--- src/include/nvmac_pkg.sv ---
// Constants shared by the data byte store access control block.
// Assumes a 100 MHz core clock and an APB register port with byte offsets.
package nvmac_pkg;
  // Core clock rate in MHz
  localparam int CLK_MHZ = 100;
  // Power-up timer period in microseconds, and in cycles
  localparam int PWRT_TIME_US = 64;
  localparam int PWRT_CYCLES = PWRT_TIME_US * CLK_MHZ;
  // Self-timed byte write time in microseconds, and in cycles
  localparam int WRITE_TIME_US = 4;
  localparam int WRITE_CYCLES = WRITE_TIME_US * CLK_MHZ;
  // Array geometry
  localparam int ADDR_W = 8;
  localparam int DATA_W = 8;

  // Register byte offsets on the APB port
  localparam logic [7:0] OFS_BYTE_ADDRESS = 8'h00;
  localparam logic [7:0] OFS_BYTE_DATA = 8'h04;
  localparam logic [7:0] OFS_CONTROL = 8'h08;
  localparam logic [7:0] OFS_UNLOCK_PORT = 8'h0C;
  localparam logic [7:0] OFS_FLAG_TWO = 8'h10;
  localparam logic [7:0] OFS_ENABLE_TWO = 8'h14;
  localparam logic [7:0] OFS_PRIORITY_TWO = 8'h18;
  localparam logic [7:0] OFS_CORE_CONTROL = 8'h1C;

  // Control register fields
  localparam int CTL_FLASH_SEL = 7;
  localparam int CTL_CFG_PICK = 6;
  localparam int CTL_ABORT = 3;
  localparam int CTL_PERMIT = 2;
  localparam int CTL_LAUNCH = 1;
  localparam int CTL_FETCH = 0;
  // Done flag, enable and priority sit at the same position
  localparam int DONE_BIT = 4;
  // Global gate in the core interrupt control register
  localparam int GATE_BIT = 7;

  // Reset value of the byte address and byte data registers
  localparam logic [7:0] RST_BYTE = 8'h00;

  // Unlock values
  localparam logic [7:0] UNLOCK_FIRST = 8'h55;
  localparam logic [7:0] UNLOCK_SECOND = 8'hAA;

  // Unlock sequencer states
  typedef enum logic [1:0] {
    UNL_IDLE,
    UNL_GOT_FIRST,
    UNL_ARMED
  } nvmac_unlock_type;
endpackage : nvmac_pkg

--- src/rtl/nvmac_unlock.sv ---
// Unlock sequence recogniser for the byte store write launch.
// Assumes one-cycle write strobes from the register port, at most one a cycle.
`timescale 1ns/1ps
module nvmac_unlock (
  input wire logic clock,
  input wire logic rst_n,
  input wire logic unlock_wr,
  input wire logic other_wr,
  input wire logic [7:0] wdata,
  output logic armed
);
  nvmac_pkg::nvmac_unlock_type state;

  // The port stores nothing; it only moves this sequencer
  always_ff @(posedge clock or negedge rst_n) begin
    if (!rst_n) begin
      state <= nvmac_pkg::UNL_IDLE;
    end else if (other_wr) begin
      state <= nvmac_pkg::UNL_IDLE;
    end else if (unlock_wr) begin
      if (wdata == nvmac_pkg::UNLOCK_FIRST) begin
        state <= nvmac_pkg::UNL_GOT_FIRST;
      end else if (state == nvmac_pkg::UNL_GOT_FIRST && wdata == nvmac_pkg::UNLOCK_SECOND) begin
        state <= nvmac_pkg::UNL_ARMED;
      end else begin
        state <= nvmac_pkg::UNL_IDLE;
      end
    end
  end

  assign armed = (state == nvmac_pkg::UNL_ARMED);
endmodule : nvmac_unlock

--- src/rtl/nvmac_array.sv ---
// Byte array with two read ports and one self-timed write engine.
// Assumes start is a one-cycle pulse given only while busy is low.
`timescale 1ns/1ps
module nvmac_array #(
  parameter int DEPTH = 256,
  parameter int WRITE_CYCLES = nvmac_pkg::WRITE_CYCLES
) (
  input wire logic clock,
  input wire logic rst_n,
  input wire logic start,
  input wire logic [nvmac_pkg::ADDR_W-1:0] wr_addr,
  input wire logic [nvmac_pkg::DATA_W-1:0] wr_data,
  input wire logic [nvmac_pkg::ADDR_W-1:0] rd_addr_a,
  output logic [nvmac_pkg::DATA_W-1:0] rd_data_a,
  input wire logic [nvmac_pkg::ADDR_W-1:0] rd_addr_b,
  output logic [nvmac_pkg::DATA_W-1:0] rd_data_b,
  output logic busy,
  output logic done
);
  logic [nvmac_pkg::DATA_W-1:0] mem [DEPTH];
  logic [15:0] count;
  logic [nvmac_pkg::ADDR_W-1:0] hold_addr;
  logic [nvmac_pkg::DATA_W-1:0] hold_data;

  // One byte per address, no wider words
  assign rd_data_a = mem[rd_addr_a];
  assign rd_data_b = mem[rd_addr_b];

  // Write timer; the cell is committed only at the end so a reset aborts it
  always_ff @(posedge clock or negedge rst_n) begin
    if (!rst_n) begin
      busy <= 1'b0;
      done <= 1'b0;
      count <= 16'h0000;
      hold_addr <= '0;
      hold_data <= '0;
    end else begin
      done <= 1'b0;
      if (start && !busy) begin
        busy <= 1'b1;
        count <= 16'(WRITE_CYCLES - 1);
        hold_addr <= wr_addr;
        hold_data <= wr_data;
      end else if (busy) begin
        if (count == 16'h0000) begin
          busy <= 1'b0;
          done <= 1'b1;
        end else begin
          count <= count - 16'h0001;
        end
      end
    end
  end

  // Array cells carry no reset, like real storage
  always_ff @(posedge clock) begin
    if (busy && count == 16'h0000) begin
      mem[hold_addr] <= hold_data;
    end
  end
endmodule : nvmac_array

--- src/rtl/nvmac_top.sv ---
// Data byte store access control: APB registers, unlock, write timing.
// Assumes APB4 master on clock; por_n low only at power-on, rst_n on any reset.
//
// Local design decisions: the placing of the registers and register access over APB.
`timescale 1ns/1ps
module nvmac_top #(
  parameter int PWRT_CYCLES = nvmac_pkg::PWRT_CYCLES,
  parameter int WRITE_CYCLES = nvmac_pkg::WRITE_CYCLES,
  parameter int DEPTH = 256
) (
  input wire logic clock,
  input wire logic rst_n,
  input wire logic por_n,
  input wire logic psel,
  input wire logic penable,
  input wire logic pwrite,
  input wire logic [7:0] paddr,
  input wire logic [31:0] pwdata,
  input wire logic [3:0] pstrb,
  output logic [31:0] prdata,
  output logic pready,
  output logic pslverr,
  input wire logic cp_enable,
  input wire logic ext_req,
  input wire logic ext_write,
  input wire logic [7:0] ext_addr,
  input wire logic [7:0] ext_wdata,
  output logic [7:0] ext_rdata,
  output logic ext_ack,
  output logic ext_refused,
  output logic nvm_irq
);
  // Decode of one register offset, used by every strobe and the read mux
  function automatic logic hit(input logic [7:0] a, input logic [7:0] ofs);
    hit = (a == ofs);
  endfunction : hit

  function automatic logic mapped(input logic [7:0] a);
    mapped = hit(a, nvmac_pkg::OFS_BYTE_ADDRESS) | hit(a, nvmac_pkg::OFS_BYTE_DATA)
           | hit(a, nvmac_pkg::OFS_CONTROL) | hit(a, nvmac_pkg::OFS_UNLOCK_PORT)
           | hit(a, nvmac_pkg::OFS_FLAG_TWO) | hit(a, nvmac_pkg::OFS_ENABLE_TWO)
           | hit(a, nvmac_pkg::OFS_PRIORITY_TWO) | hit(a, nvmac_pkg::OFS_CORE_CONTROL);
  endfunction : mapped

  logic [7:0] nvm_byte_address;
  logic [7:0] nvm_byte_data;
  logic flash_space_select;
  logic configuration_space_pick;
  logic program_permit;
  logic program_abort_flag;
  logic nvm_done_flag;
  logic nvm_done_irq_enable;
  logic nvm_done_priority;
  logic global_irq_gate;
  logic core_write;
  logic inflight;
  logic reset_seen;
  logic pwrt_done;
  logic [15:0] pwrt_count;
  logic armed;
  logic busy;
  logic done;
  logic [7:0] rd_core;
  logic [7:0] rd_ext;
  logic [7:0] wdata;
  logic [7:0] ctl_read;
  logic access;
  logic wr_acc;
  logic wr_ctl;
  logic wr_unlock;
  logic wr_other;
  logic launch_go;
  logic fetch_go;
  logic ext_ok;
  logic ext_go;
  logic abort_set;

  // The access phase is the cycle where pready is high under psel and penable
  assign access = psel & penable & pready;
  assign wr_acc = access & pwrite & pstrb[0];
  assign wdata = pwdata[7:0];
  assign wr_ctl = wr_acc & hit(paddr, nvmac_pkg::OFS_CONTROL);
  assign wr_unlock = wr_acc & hit(paddr, nvmac_pkg::OFS_UNLOCK_PORT);
  assign wr_other = wr_acc & ~wr_unlock & mapped(paddr);

  // Launch needs unlock, permit set by an earlier write, timer expired, data space
  assign launch_go = wr_ctl & wdata[nvmac_pkg::CTL_LAUNCH] & program_permit
                   & armed & pwrt_done & ~busy
                   & ~flash_space_select & ~configuration_space_pick;
  // Fetch is refused in flash or configuration space
  assign fetch_go = wr_ctl & wdata[nvmac_pkg::CTL_FETCH] & ~busy
                  & ~wdata[nvmac_pkg::CTL_FLASH_SEL] & ~wdata[nvmac_pkg::CTL_CFG_PICK];

  // External port: code protect shuts it out, the core never sees that bit
  assign ext_ok = ~cp_enable & ~(ext_write & (busy | launch_go | ~pwrt_done));
  assign ext_go = ext_req & ext_write & ext_ok;

  // A reset that lands inside a write leaves inflight set when rst_n lifts
  assign abort_set = ~reset_seen & inflight;

  nvmac_unlock u_unlock (
    .clock(clock),
    .rst_n(rst_n),
    .unlock_wr(wr_unlock),
    .other_wr(wr_other),
    .wdata(wdata),
    .armed(armed)
  );

  nvmac_array #(
    .DEPTH(DEPTH),
    .WRITE_CYCLES(WRITE_CYCLES)
  ) u_array (
    .clock(clock),
    .rst_n(rst_n),
    .start(launch_go | ext_go),
    .wr_addr(launch_go ? nvm_byte_address : ext_addr),
    .wr_data(launch_go ? nvm_byte_data : ext_wdata),
    .rd_addr_a(nvm_byte_address),
    .rd_data_a(rd_core),
    .rd_addr_b(ext_addr),
    .rd_data_b(rd_ext),
    .busy(busy),
    .done(done)
  );

  // Power-up timer runs once after power-on only
  always_ff @(posedge clock or negedge por_n) begin
    if (!por_n) begin
      pwrt_count <= 16'h0000;
      pwrt_done <= 1'b0;
    end else if (!pwrt_done) begin
      if (pwrt_count == 16'(PWRT_CYCLES - 1)) begin
        pwrt_done <= 1'b1;
      end else begin
        pwrt_count <= pwrt_count + 16'h0001;
      end
    end
  end

  // Goes high on the first edge after any reset; marks the abort check window
  always_ff @(posedge clock or negedge rst_n) begin
    if (!rst_n) begin
      reset_seen <= 1'b0;
    end else begin
      reset_seen <= 1'b1;
    end
  end

  // Write in progress survives a plain reset so the abort can be detected
  always_ff @(posedge clock or negedge por_n) begin
    if (!por_n) begin
      inflight <= 1'b0;
    end else if (abort_set || done) begin
      inflight <= 1'b0;
    end else if (launch_go || ext_go) begin
      inflight <= 1'b1;
    end
  end

  // Abort flag and selects live on power-on reset so an abort stays traceable
  always_ff @(posedge clock or negedge por_n) begin
    if (!por_n) begin
      program_abort_flag <= 1'b0;
      flash_space_select <= 1'b0;
      configuration_space_pick <= 1'b0;
    end else begin
      if (abort_set) begin
        program_abort_flag <= 1'b1;
      end else if (wr_ctl && !busy && !wdata[nvmac_pkg::CTL_ABORT]) begin
        program_abort_flag <= 1'b0;
      end
      if (wr_ctl && !busy && reset_seen) begin
        flash_space_select <= wdata[nvmac_pkg::CTL_FLASH_SEL];
        configuration_space_pick <= wdata[nvmac_pkg::CTL_CFG_PICK];
      end
    end
  end

  // Permit is cleared by reset and never by hardware
  always_ff @(posedge clock or negedge rst_n) begin
    if (!rst_n) begin
      program_permit <= 1'b0;
    end else if (wr_ctl && !busy) begin
      program_permit <= wdata[nvmac_pkg::CTL_PERMIT];
    end
  end

  // Launch bit tracks a core-started write and clears itself at the end
  always_ff @(posedge clock or negedge rst_n) begin
    if (!rst_n) begin
      core_write <= 1'b0;
    end else if (launch_go) begin
      core_write <= 1'b1;
    end else if (done) begin
      core_write <= 1'b0;
    end
  end

  // Address and data are frozen while a write runs
  always_ff @(posedge clock or negedge rst_n) begin
    if (!rst_n) begin
      nvm_byte_address <= nvmac_pkg::RST_BYTE;
      nvm_byte_data <= nvmac_pkg::RST_BYTE;
    end else if (!busy) begin
      if (wr_acc && hit(paddr, nvmac_pkg::OFS_BYTE_ADDRESS)) begin
        nvm_byte_address <= wdata;
      end
      if (fetch_go) begin
        nvm_byte_data <= rd_core;
      end else if (wr_acc && hit(paddr, nvmac_pkg::OFS_BYTE_DATA)) begin
        nvm_byte_data <= wdata;
      end
    end
  end

  // Done flag: a core-started write completing in the same cycle as a clear wins
  always_ff @(posedge clock or negedge rst_n) begin
    if (!rst_n) begin
      nvm_done_flag <= 1'b0;
    end else if (done && core_write) begin
      nvm_done_flag <= 1'b1;
    end else if (wr_acc && hit(paddr, nvmac_pkg::OFS_FLAG_TWO)) begin
      nvm_done_flag <= wdata[nvmac_pkg::DONE_BIT];
    end
  end

  // Interrupt enable, priority and global gate
  always_ff @(posedge clock or negedge rst_n) begin
    if (!rst_n) begin
      nvm_done_irq_enable <= 1'b0;
      nvm_done_priority <= 1'b0;
      global_irq_gate <= 1'b0;
    end else begin
      if (wr_acc && hit(paddr, nvmac_pkg::OFS_ENABLE_TWO)) begin
        nvm_done_irq_enable <= wdata[nvmac_pkg::DONE_BIT];
      end
      if (wr_acc && hit(paddr, nvmac_pkg::OFS_PRIORITY_TWO)) begin
        nvm_done_priority <= wdata[nvmac_pkg::DONE_BIT];
      end
      if (wr_acc && hit(paddr, nvmac_pkg::OFS_CORE_CONTROL)) begin
        global_irq_gate <= wdata[nvmac_pkg::GATE_BIT];
      end
    end
  end

  // Request is registered, so it follows the flag by one cycle
  always_ff @(posedge clock or negedge rst_n) begin
    if (!rst_n) begin
      nvm_irq <= 1'b0;
    end else begin
      nvm_irq <= nvm_done_flag & nvm_done_irq_enable & global_irq_gate;
    end
  end

  // Control read image; bits 5 and 4 and fetch read zero
  always_comb begin
    ctl_read = 8'h00;
    ctl_read[nvmac_pkg::CTL_FLASH_SEL] = flash_space_select;
    ctl_read[nvmac_pkg::CTL_CFG_PICK] = configuration_space_pick;
    ctl_read[nvmac_pkg::CTL_ABORT] = program_abort_flag;
    ctl_read[nvmac_pkg::CTL_PERMIT] = program_permit;
    ctl_read[nvmac_pkg::CTL_LAUNCH] = core_write;
  end

  // APB answer: no wait state; read data and pready come from flops loaded in the setup cycle
  always_ff @(posedge clock or negedge rst_n) begin
    if (!rst_n) begin
      pready <= 1'b0;
      pslverr <= 1'b0;
      prdata <= 32'h0000_0000;
    end else begin
      pready <= psel & ~penable;
      pslverr <= psel & ~penable & ~mapped(paddr);
      prdata <= 32'h0000_0000;
      if (psel && !penable && !pwrite) begin
        unique case (1'b1)
          hit(paddr, nvmac_pkg::OFS_BYTE_ADDRESS): prdata[7:0] <= nvm_byte_address;
          hit(paddr, nvmac_pkg::OFS_BYTE_DATA): prdata[7:0] <= nvm_byte_data;
          hit(paddr, nvmac_pkg::OFS_CONTROL): prdata[7:0] <= ctl_read;
          hit(paddr, nvmac_pkg::OFS_FLAG_TWO): prdata[nvmac_pkg::DONE_BIT] <= nvm_done_flag;
          hit(paddr, nvmac_pkg::OFS_ENABLE_TWO): prdata[nvmac_pkg::DONE_BIT] <= nvm_done_irq_enable;
          hit(paddr, nvmac_pkg::OFS_PRIORITY_TWO): prdata[nvmac_pkg::DONE_BIT] <= nvm_done_priority;
          hit(paddr, nvmac_pkg::OFS_CORE_CONTROL): prdata[nvmac_pkg::GATE_BIT] <= global_irq_gate;
          default: prdata <= 32'h0000_0000; // Unlock port reads zero
        endcase
      end
    end
  end

  // External programming answers one cycle after the request
  always_ff @(posedge clock or negedge rst_n) begin
    if (!rst_n) begin
      ext_ack <= 1'b0;
      ext_refused <= 1'b0;
      ext_rdata <= 8'h00;
    end else begin
      ext_ack <= ext_req & ext_ok;
      ext_refused <= ext_req & ~ext_ok;
      if (ext_req && ext_ok && !ext_write) begin
        ext_rdata <= rd_ext;
      end
    end
  end
endmodule : nvmac_top

--- config.mk ---
export PLATFORM = sky130hd
export DESIGN_NAME = nvmac_top
export DESIGN_NICKNAME = d
export VERILOG_FILES = /design/src/include/nvmac_pkg.sv /design/src/rtl/nvmac_unlock.sv /design/src/rtl/nvmac_array.sv /design/src/rtl/nvmac_top.sv
export SDC_FILE = /design/constraint.sdc
export NUM_CORES = 2
export LEC_CHECK = 0
export BUFFER_PORTS_ARGS = -buffer_cell sky130_fd_sc_hd__buf_4
export CAP_MARGIN = 5
export CORE_MARGIN = 2
export CORE_UTILIZATION = 35
export DETAILED_ROUTE_END_ITERATION = 8
export GPL_ROUTABILITY_DRIVEN = 0
export PLACE_DENSITY_LB_ADDON = 0.1
export SYNTH_ARGS = -nofsm -noshare
export SYNTH_HDL_FRONTEND = slang
export SYNTH_HIERARCHICAL = 1
export SYNTH_SLANG_ARGS = --single-unit
--- constraint.sdc ---
create_clock -name clock -period 7.9 [get_ports clock]
set_input_delay 1.58 -clock clock [delete_from_list [all_inputs] [get_ports clock]]
set_output_delay 1.58 -clock clock [all_outputs]
set_load 0.02 [all_outputs]
* Yosys cells after proc, flatten, opt, wreduce, memory -nomap -nowiden *
Memory sizes are Yosys's and may differ from the RTL's. A register that Yosys moved wholly into a read port is not among the register bits.
Index checks and enable logic that the tools add are counted.

storage, ports and cells
  flip-flop bits (word level) = 93
  RAM bits = 2048
  input port bits = 69
  output and inout port bits = 45
  logic and storage cells = 169
  memories = 1

operators by class
  add/sub/neg operators = 2
  eq/ne operators = 13
  multiplexer cells = 34
  bitwise logic cells = 54
  reductions and logical operators = 38

memory list
  name         words  bits a word  rd ports  clocked after Yosys merged registers in  wr ports  RTL line           source
  u_array.mem  256    8            2         1                                        1         nvmac_array.sv:20  logic [nvmac_pkg::DATA_W-1:0] mem [DEPTH];

operators by type and width
  cell                                                   number
  two-way mux 16 bit                                     3
  two-way mux 8 bit                                      5
  equality test 8 x 5 -> 1 bit, second input constant    4
  bitwise AND 1 bit                                      30
  two-way mux 1 bit                                      18
  logical AND 1 bit                                      17
  adder 16 x 1 -> 16 bit, second input constant          1
  equality test 16 x 13 -> 1 bit, second input constant  1
  equality test 8 x 4 -> 1 bit, second input constant    2
  logical NOT 16 bit                                     1
  subtractor 16 x 1 -> 16 bit, second input constant     1
  inverter 1 bit                                         14
  nonzero test 2 bit                                     7
  case mux 4 bit (3 select lines)                        1
  bitwise OR 1 bit                                       10
  equality test 8 x 3 -> 1 bit, second input constant    1
  equality test 8 x 7 -> 1 bit, second input constant    1
  equality test 8 bit, second input constant             1
  logical NOT 8 bit                                      1
  two-way mux 2 bit                                      4
  AND reduction 2 bit                                    4
  logical NOT 1 bit                                      6
  case mux 2 bit (3 select lines)                        1
  case mux 1 bit (5 select lines)                        1
  5 further kinds                                        6

* Logic depth before layout (Yosys ltp) *
  depth after elaboration = 22
  depth in mapped cells = 14
  depth with buffers taken out = 10

* By module *
The synthesis kept the hierarchy.

by module, submodules not included
  module        instances  cells each  area an instance (um^2)
  nvmac_array   1          5346        96495.0
  nvmac_top     1          305         3504.6
  nvmac_unlock  1          12          148.9

* Least setup slack after synthesis *
No wires, ideal clock.

  path kind = input-to-reg
  from = input ext_addr[0]
  to = register ext_rdata[3], read port of u_array.mem
  setup time = 0.125 ns
  arrival = 3.895 ns
  required time = 7.775 ns
  slack = 3.880 ns
  stages = 10
  cell sequence = buf_4 buf_4 buf_2 buf_2 mux4_2 a22oi_1 a21oi_1 nor4_1 nor3_1 mux2_2

RTL lines
  what                RTL line         source
  start: declaration  nvmac_top.sv:26  input wire logic [7:0] ext_addr,
  end: declaration    nvmac_top.sv:28  output logic [7:0] ext_rdata,

==> results summary <==
The number of clock sinks seen by CTS is 2149. The most used cell along the critical path is sky130_fd_sc_hd__buf_4. The row count came out at 196. Counting cells, the worst reg-to-reg path comes to 10.

The number of pins exceeding their max-slew limit in the final report is 0. The count of distinct cell types in the synthesized netlist came out at a little over 80. The count of TritonRoute iterations in the first routing pass came out at 6. The clock insertion delay at the later pin of the skew report came out at ~0.92 ns. The global-route wire length before repair is slightly below 500 mm. The TritonCTS clock tree is done.

After layout, the design draws a total of between 20 and 25 mW. The actual transition at the worst max-transition pin came out at 1.42 ns. In this run the critical register-to-register path is captured at nvm_byte_data[1]. Buffers inserted to repair hold after CTS numbered 0. The number of enable flip-flop cells after synthesis is between 2000 and 2500. STA puts the critical path data arrival time at roughly 6.4 ns. The growth of design area from synthesis to finish came out at 12.9%.

The width of the chip came out at around 540 um. The fmax is between 150 and 200 MHz. The number of cells after detailed placement came out at roughly 9000. The total standard cell area after synthesis came out at approximately 100000 sq um. The worst setup path is launched from an input port. The post-detailed-placement cell area is between 100000 and 150000 sq um. The fraction of the yosys area taken by sequential cells came out at between 60% and 70%. The worst hold-check path type is reg2reg. The number of standard cells in the layout, taps in and fillers out came out at 9704. The maximum single-stage delay on the critical path came out at about 1.1 ns. In the final routed layout, each cell accounts on average for roughly 37 um.

The cell area after layout came out at 113000 sq um. The number of filler instances in the final layout is around 26000. The count of max-cap constraint violations came out at 0. The capturing element type of the critical path is a flip-flop. The startpoint identified for the worst hold timing path is pwrt_count[15]. The number of global-route vias before repair came to 59400. The multi-input combinational cells in the finished layout cover a total of roughly 34000 sq um. The kind of cell adding the most delay to the critical path is compound AO/OA/AOI/OAI gates. In the finished design, the share of the clock period the worst path needs comes to 70.7%. The routed wire length is 361 mm.

The total global routing overflow is 0. Entering global routing, the biggest net connects between 90 and 100 pins. The number of buffers and inverters on the critical path is 3. STA puts the critical path data required time at 8.71 ns. The cell area power density is between 200 and 250 nW/um^2. The final net count is about 5800.

The worst-case IR drop observed on VDD is 0.202 mV. The number of H-tree levels came out at 4. The clock root buffer is sky130_fd_sc_hd__clkbuf_16.

The floorplan core area is between 200000 and 300000 sq um. Global routing used about 24% of the available tracks. The startpoint of the most critical setup path is ext_addr[0].

The yosys synthesis warning count came out at 6. The synthesized instance count is about 5700. The routed layout has about 60000 vias.

The maximum fanout along the worst path came out at 59. The total number of cells along the worst setup path came out at 10. The die covers 290000 sq um. Setup repair after global routing left no endpoint under its margin.

The post-CTS setup buffer count is 0. The clock-pin slew on the worst setup and hold paths came out at 0.06 ns. The critical path ends at ext_rdata[6].

The leakage component of the power is around 30 nW. The flow ran to the end, and the final reports show no timing, DRC or antenna violations. The area of all sequential standard cells is ~64000 sq um.

Once the floorplan was initialized, standard cells occupied 35.1% of the core. The final hold violation count is 0. For this run, the leading register cell type out of synthesis is sky130_fd_sc_hd__edfxtp_1.

Across the routed clock network, the largest skew measured is ~0.073 ns. The detailed router finished its first iteration with ~7900 violations. The share of cells above drive strength 1 is between 20% and 30%. At the placement stage, the worst setup path has a slack of 1.40 ns. The synthesized design contains 2149 register bits. The total negative slack for setup checks came out at 0 ns. The kind of critical path is in2reg. The number of antenna violations at the first check in global routing came out at 24. The reg-to-reg setup timing slack came out at around 2.6 ns.

The die boundary height is approximately 540 um. Once the clock tree was built, the resizer swapped 0 gates to a different size. The proportion of register bits with asynchronous set or reset after synthesis is 4.70%. The final setup violation count is 0. The headroom to the max-slew limit is ~4.3%.

The routed design could run at a clock period as short as roughly 5.6 ns. 114 I/O pins were placed. The number of port buffers is between 60 and 70. Dividing the detail-routed via count by the number of cells gives roughly 6.2. The average footprint of a synthesized cell came out at approximately 18 sq um.

The buffer levels on the longest clock path is 4. The number of buffers created by CTS is 244. The placed wire-length estimate came out at ~230 mm. The final worst setup slack is 2.31 ns. The signal on the critical path passes through buf_8 > buf_4 > mux4_2 > a22o_1 > a2111oi_1 > buf_4 > o21ai_0 > nor4_1 > nor3_1 > mux2_2. The count of unresolved DRC violations after routing is 0.

The startpoint of the worst-slack reg-to-reg timing path is nvm_byte_address[2]. The post-detailed-route count of antenna-violating nets came out at 0. The largest individual stage delay along the critical path comes from the cell sky130_fd_sc_hd__a2111oi_1.
## final cells by class
cell class | count | area share, %
inverter | 21 | 0.0697
multi-input combinational | 3058 | 30.3
clock inverter | 126 | 1.05
tap | 3762 | 4.16
clock buffer | 313 | 5.73
antenna | 10 | 0.0221
timing repair buffer | 265 | 2.04
sequential | 2149 | 56.7
## worst reg2reg max path, cell delays in order, from the launching register on
cell and delay (ns):
sky130_fd_sc_hd__dfrtp_4 0.74, sky130_fd_sc_hd__buf_4 0.70, sky130_fd_sc_hd__or2_2 0.58, sky130_fd_sc_hd__buf_4 0.47, sky130_fd_sc_hd__o221ai_1 0.38, sky130_fd_sc_hd__o22ai_1 0.25, sky130_fd_sc_hd__nor3_1 0.14, sky130_fd_sc_hd__nor4_2 0.94
sky130_fd_sc_hd__nor4_1 0.41, sky130_fd_sc_hd__o32a_1 0.46, sky130_fd_sc_hd__o21a_1 0.10
## layer usage
| layer | routed length [um] | track usage [%] | up-vias |
|---|---|---|---|
| li1 | - | - | 24100 |
| met1 | 155000 | 35.0 | 32500 |
| met2 | 164000 | 37.2 | 2770 |
| met3 | 30800 | 5.21 | 463 |
| met4 | 10000 | 6.73 | 8 |
| met5 | 146 | 0 | - |
## registers in the layout, indices dropped and copies added (netlist names), 2 cells and up
register and flops:
pwrt_count 16, prdata 8, u_array/count 16, nvm_byte_data 8, ext_rdata 8, u_array/hold_data 8, u_array/mem 2048, nvm_byte_address 8
u_array/hold_addr 8, u_unlock/state 2
## layout by cell type, fill, tap and decap left out, drive strengths merged, types with 11 or more instances in the layout
cell type  count
buf          265
bufinv        23
dfrtp        101
a21oi        211
clkinv        91
nand3         47
nor2         360
nor2b         38
nor4          48
edfxtp      2048
or3           20
a211oi        38
nand2b        24
a22o          28
o221ai        79
inv           24
nand2        161
o22ai         74
a221oi        38
a22oi        281
mux4         845
o21ai         61
clkbuf       313
and3          11
or2           15
nor3          59
conb          25
xor2          13
nand4         11
a2111oi       21
a31oi         20
mux2i        333
mux2          61
## report_power, final
group	internal, mW	switching, mW	total [mW]
clock network	6.48	4.67	11.1
registers	12.4	0.0563	12.5
logic	0.302	0.698	1.00
total	19.2	5.42	24.6
## synthesized netlist by cell type (20+ instances only)
master                         n  area share [%]
sky130_fd_sc_hd__inv_1        21           0.079
sky130_fd_sc_hd__nand2_1     160            0.60
sky130_fd_sc_hd__nand2b_1     24            0.15
sky130_fd_sc_hd__nor2b_1      38            0.24
sky130_fd_sc_hd__mux2i_1     333             3.3
sky130_fd_sc_hd__or3_1        20            0.12
sky130_fd_sc_hd__nand3_1      44            0.22
sky130_fd_sc_hd__nor2_1      360             1.3
sky130_fd_sc_hd__nor4_1       43            0.27
sky130_fd_sc_hd__buf_4        74            0.55
sky130_fd_sc_hd__clkbuf_1    215            0.81
sky130_fd_sc_hd__a22o_1       28            0.24
sky130_fd_sc_hd__mux4_2      845              19
sky130_fd_sc_hd__o221ai_1     79            0.69
sky130_fd_sc_hd__a31oi_1      20            0.12
sky130_fd_sc_hd__a211oi_1     38            0.28
sky130_fd_sc_hd__a221oi_1     38            0.33
sky130_fd_sc_hd__buf_2       128            0.64
sky130_fd_sc_hd__a22oi_1     281             2.1
sky130_fd_sc_hd__mux2_2       45            0.51
sky130_fd_sc_hd__dfrtp_1     101             2.5
sky130_fd_sc_hd__a21oi_1     211             1.1
sky130_fd_sc_hd__o22ai_1      74            0.46
sky130_fd_sc_hd__o21ai_0      61            0.30
sky130_fd_sc_hd__a2111oi_0    21            0.18
sky130_fd_sc_hd__buf_1        36            0.13
sky130_fd_sc_hd__edfxtp_1   2048              61
sky130_fd_sc_hd__nor3_1       58            0.29
## worst min path at each step
| stage | slack [ns] | endpoint | cells past startpoint |
|---|---|---|---|
| after global routing | 0.50 | pwrt_count[15] | 1 |
| after detailed placement | 0.47 | u_array/count[14] | 1 |
| after CTS | 0.48 | u_array/count[14] | 1 |
| after floorplan | 0.43 | pwrt_count[15] | 1 |
| after global placement | 0.46 | u_array/count[14] | 1 |
| final | 0.47 | pwrt_count[15] | 1 |
## cell families after synthesis
family | after synthesis | share of synthesized area (%)
AOI/OAI and AO/OA | 925 | 6.44
muxes | 1239 | 23.1
other | 2 | 0.00750
buffers and inverters | 479 | 2.27
adders and majority gates | 2 | 0.0250
DFF | 2149 | 63.9
xor gates and xnor gates | 21 | 0.184
and+or+nand+nor | 846 | 4.07
## stage by stage
step                utilization [%]  hold WS (ns)
CTS                            39.7         0.479
global route                   39.7         0.505
finish                         39.7         0.472
global placement               37.0         0.459
detailed placement             37.0         0.471
floorplan                         -         0.433
Note: power is estimated with default switching activity, not from simulation.
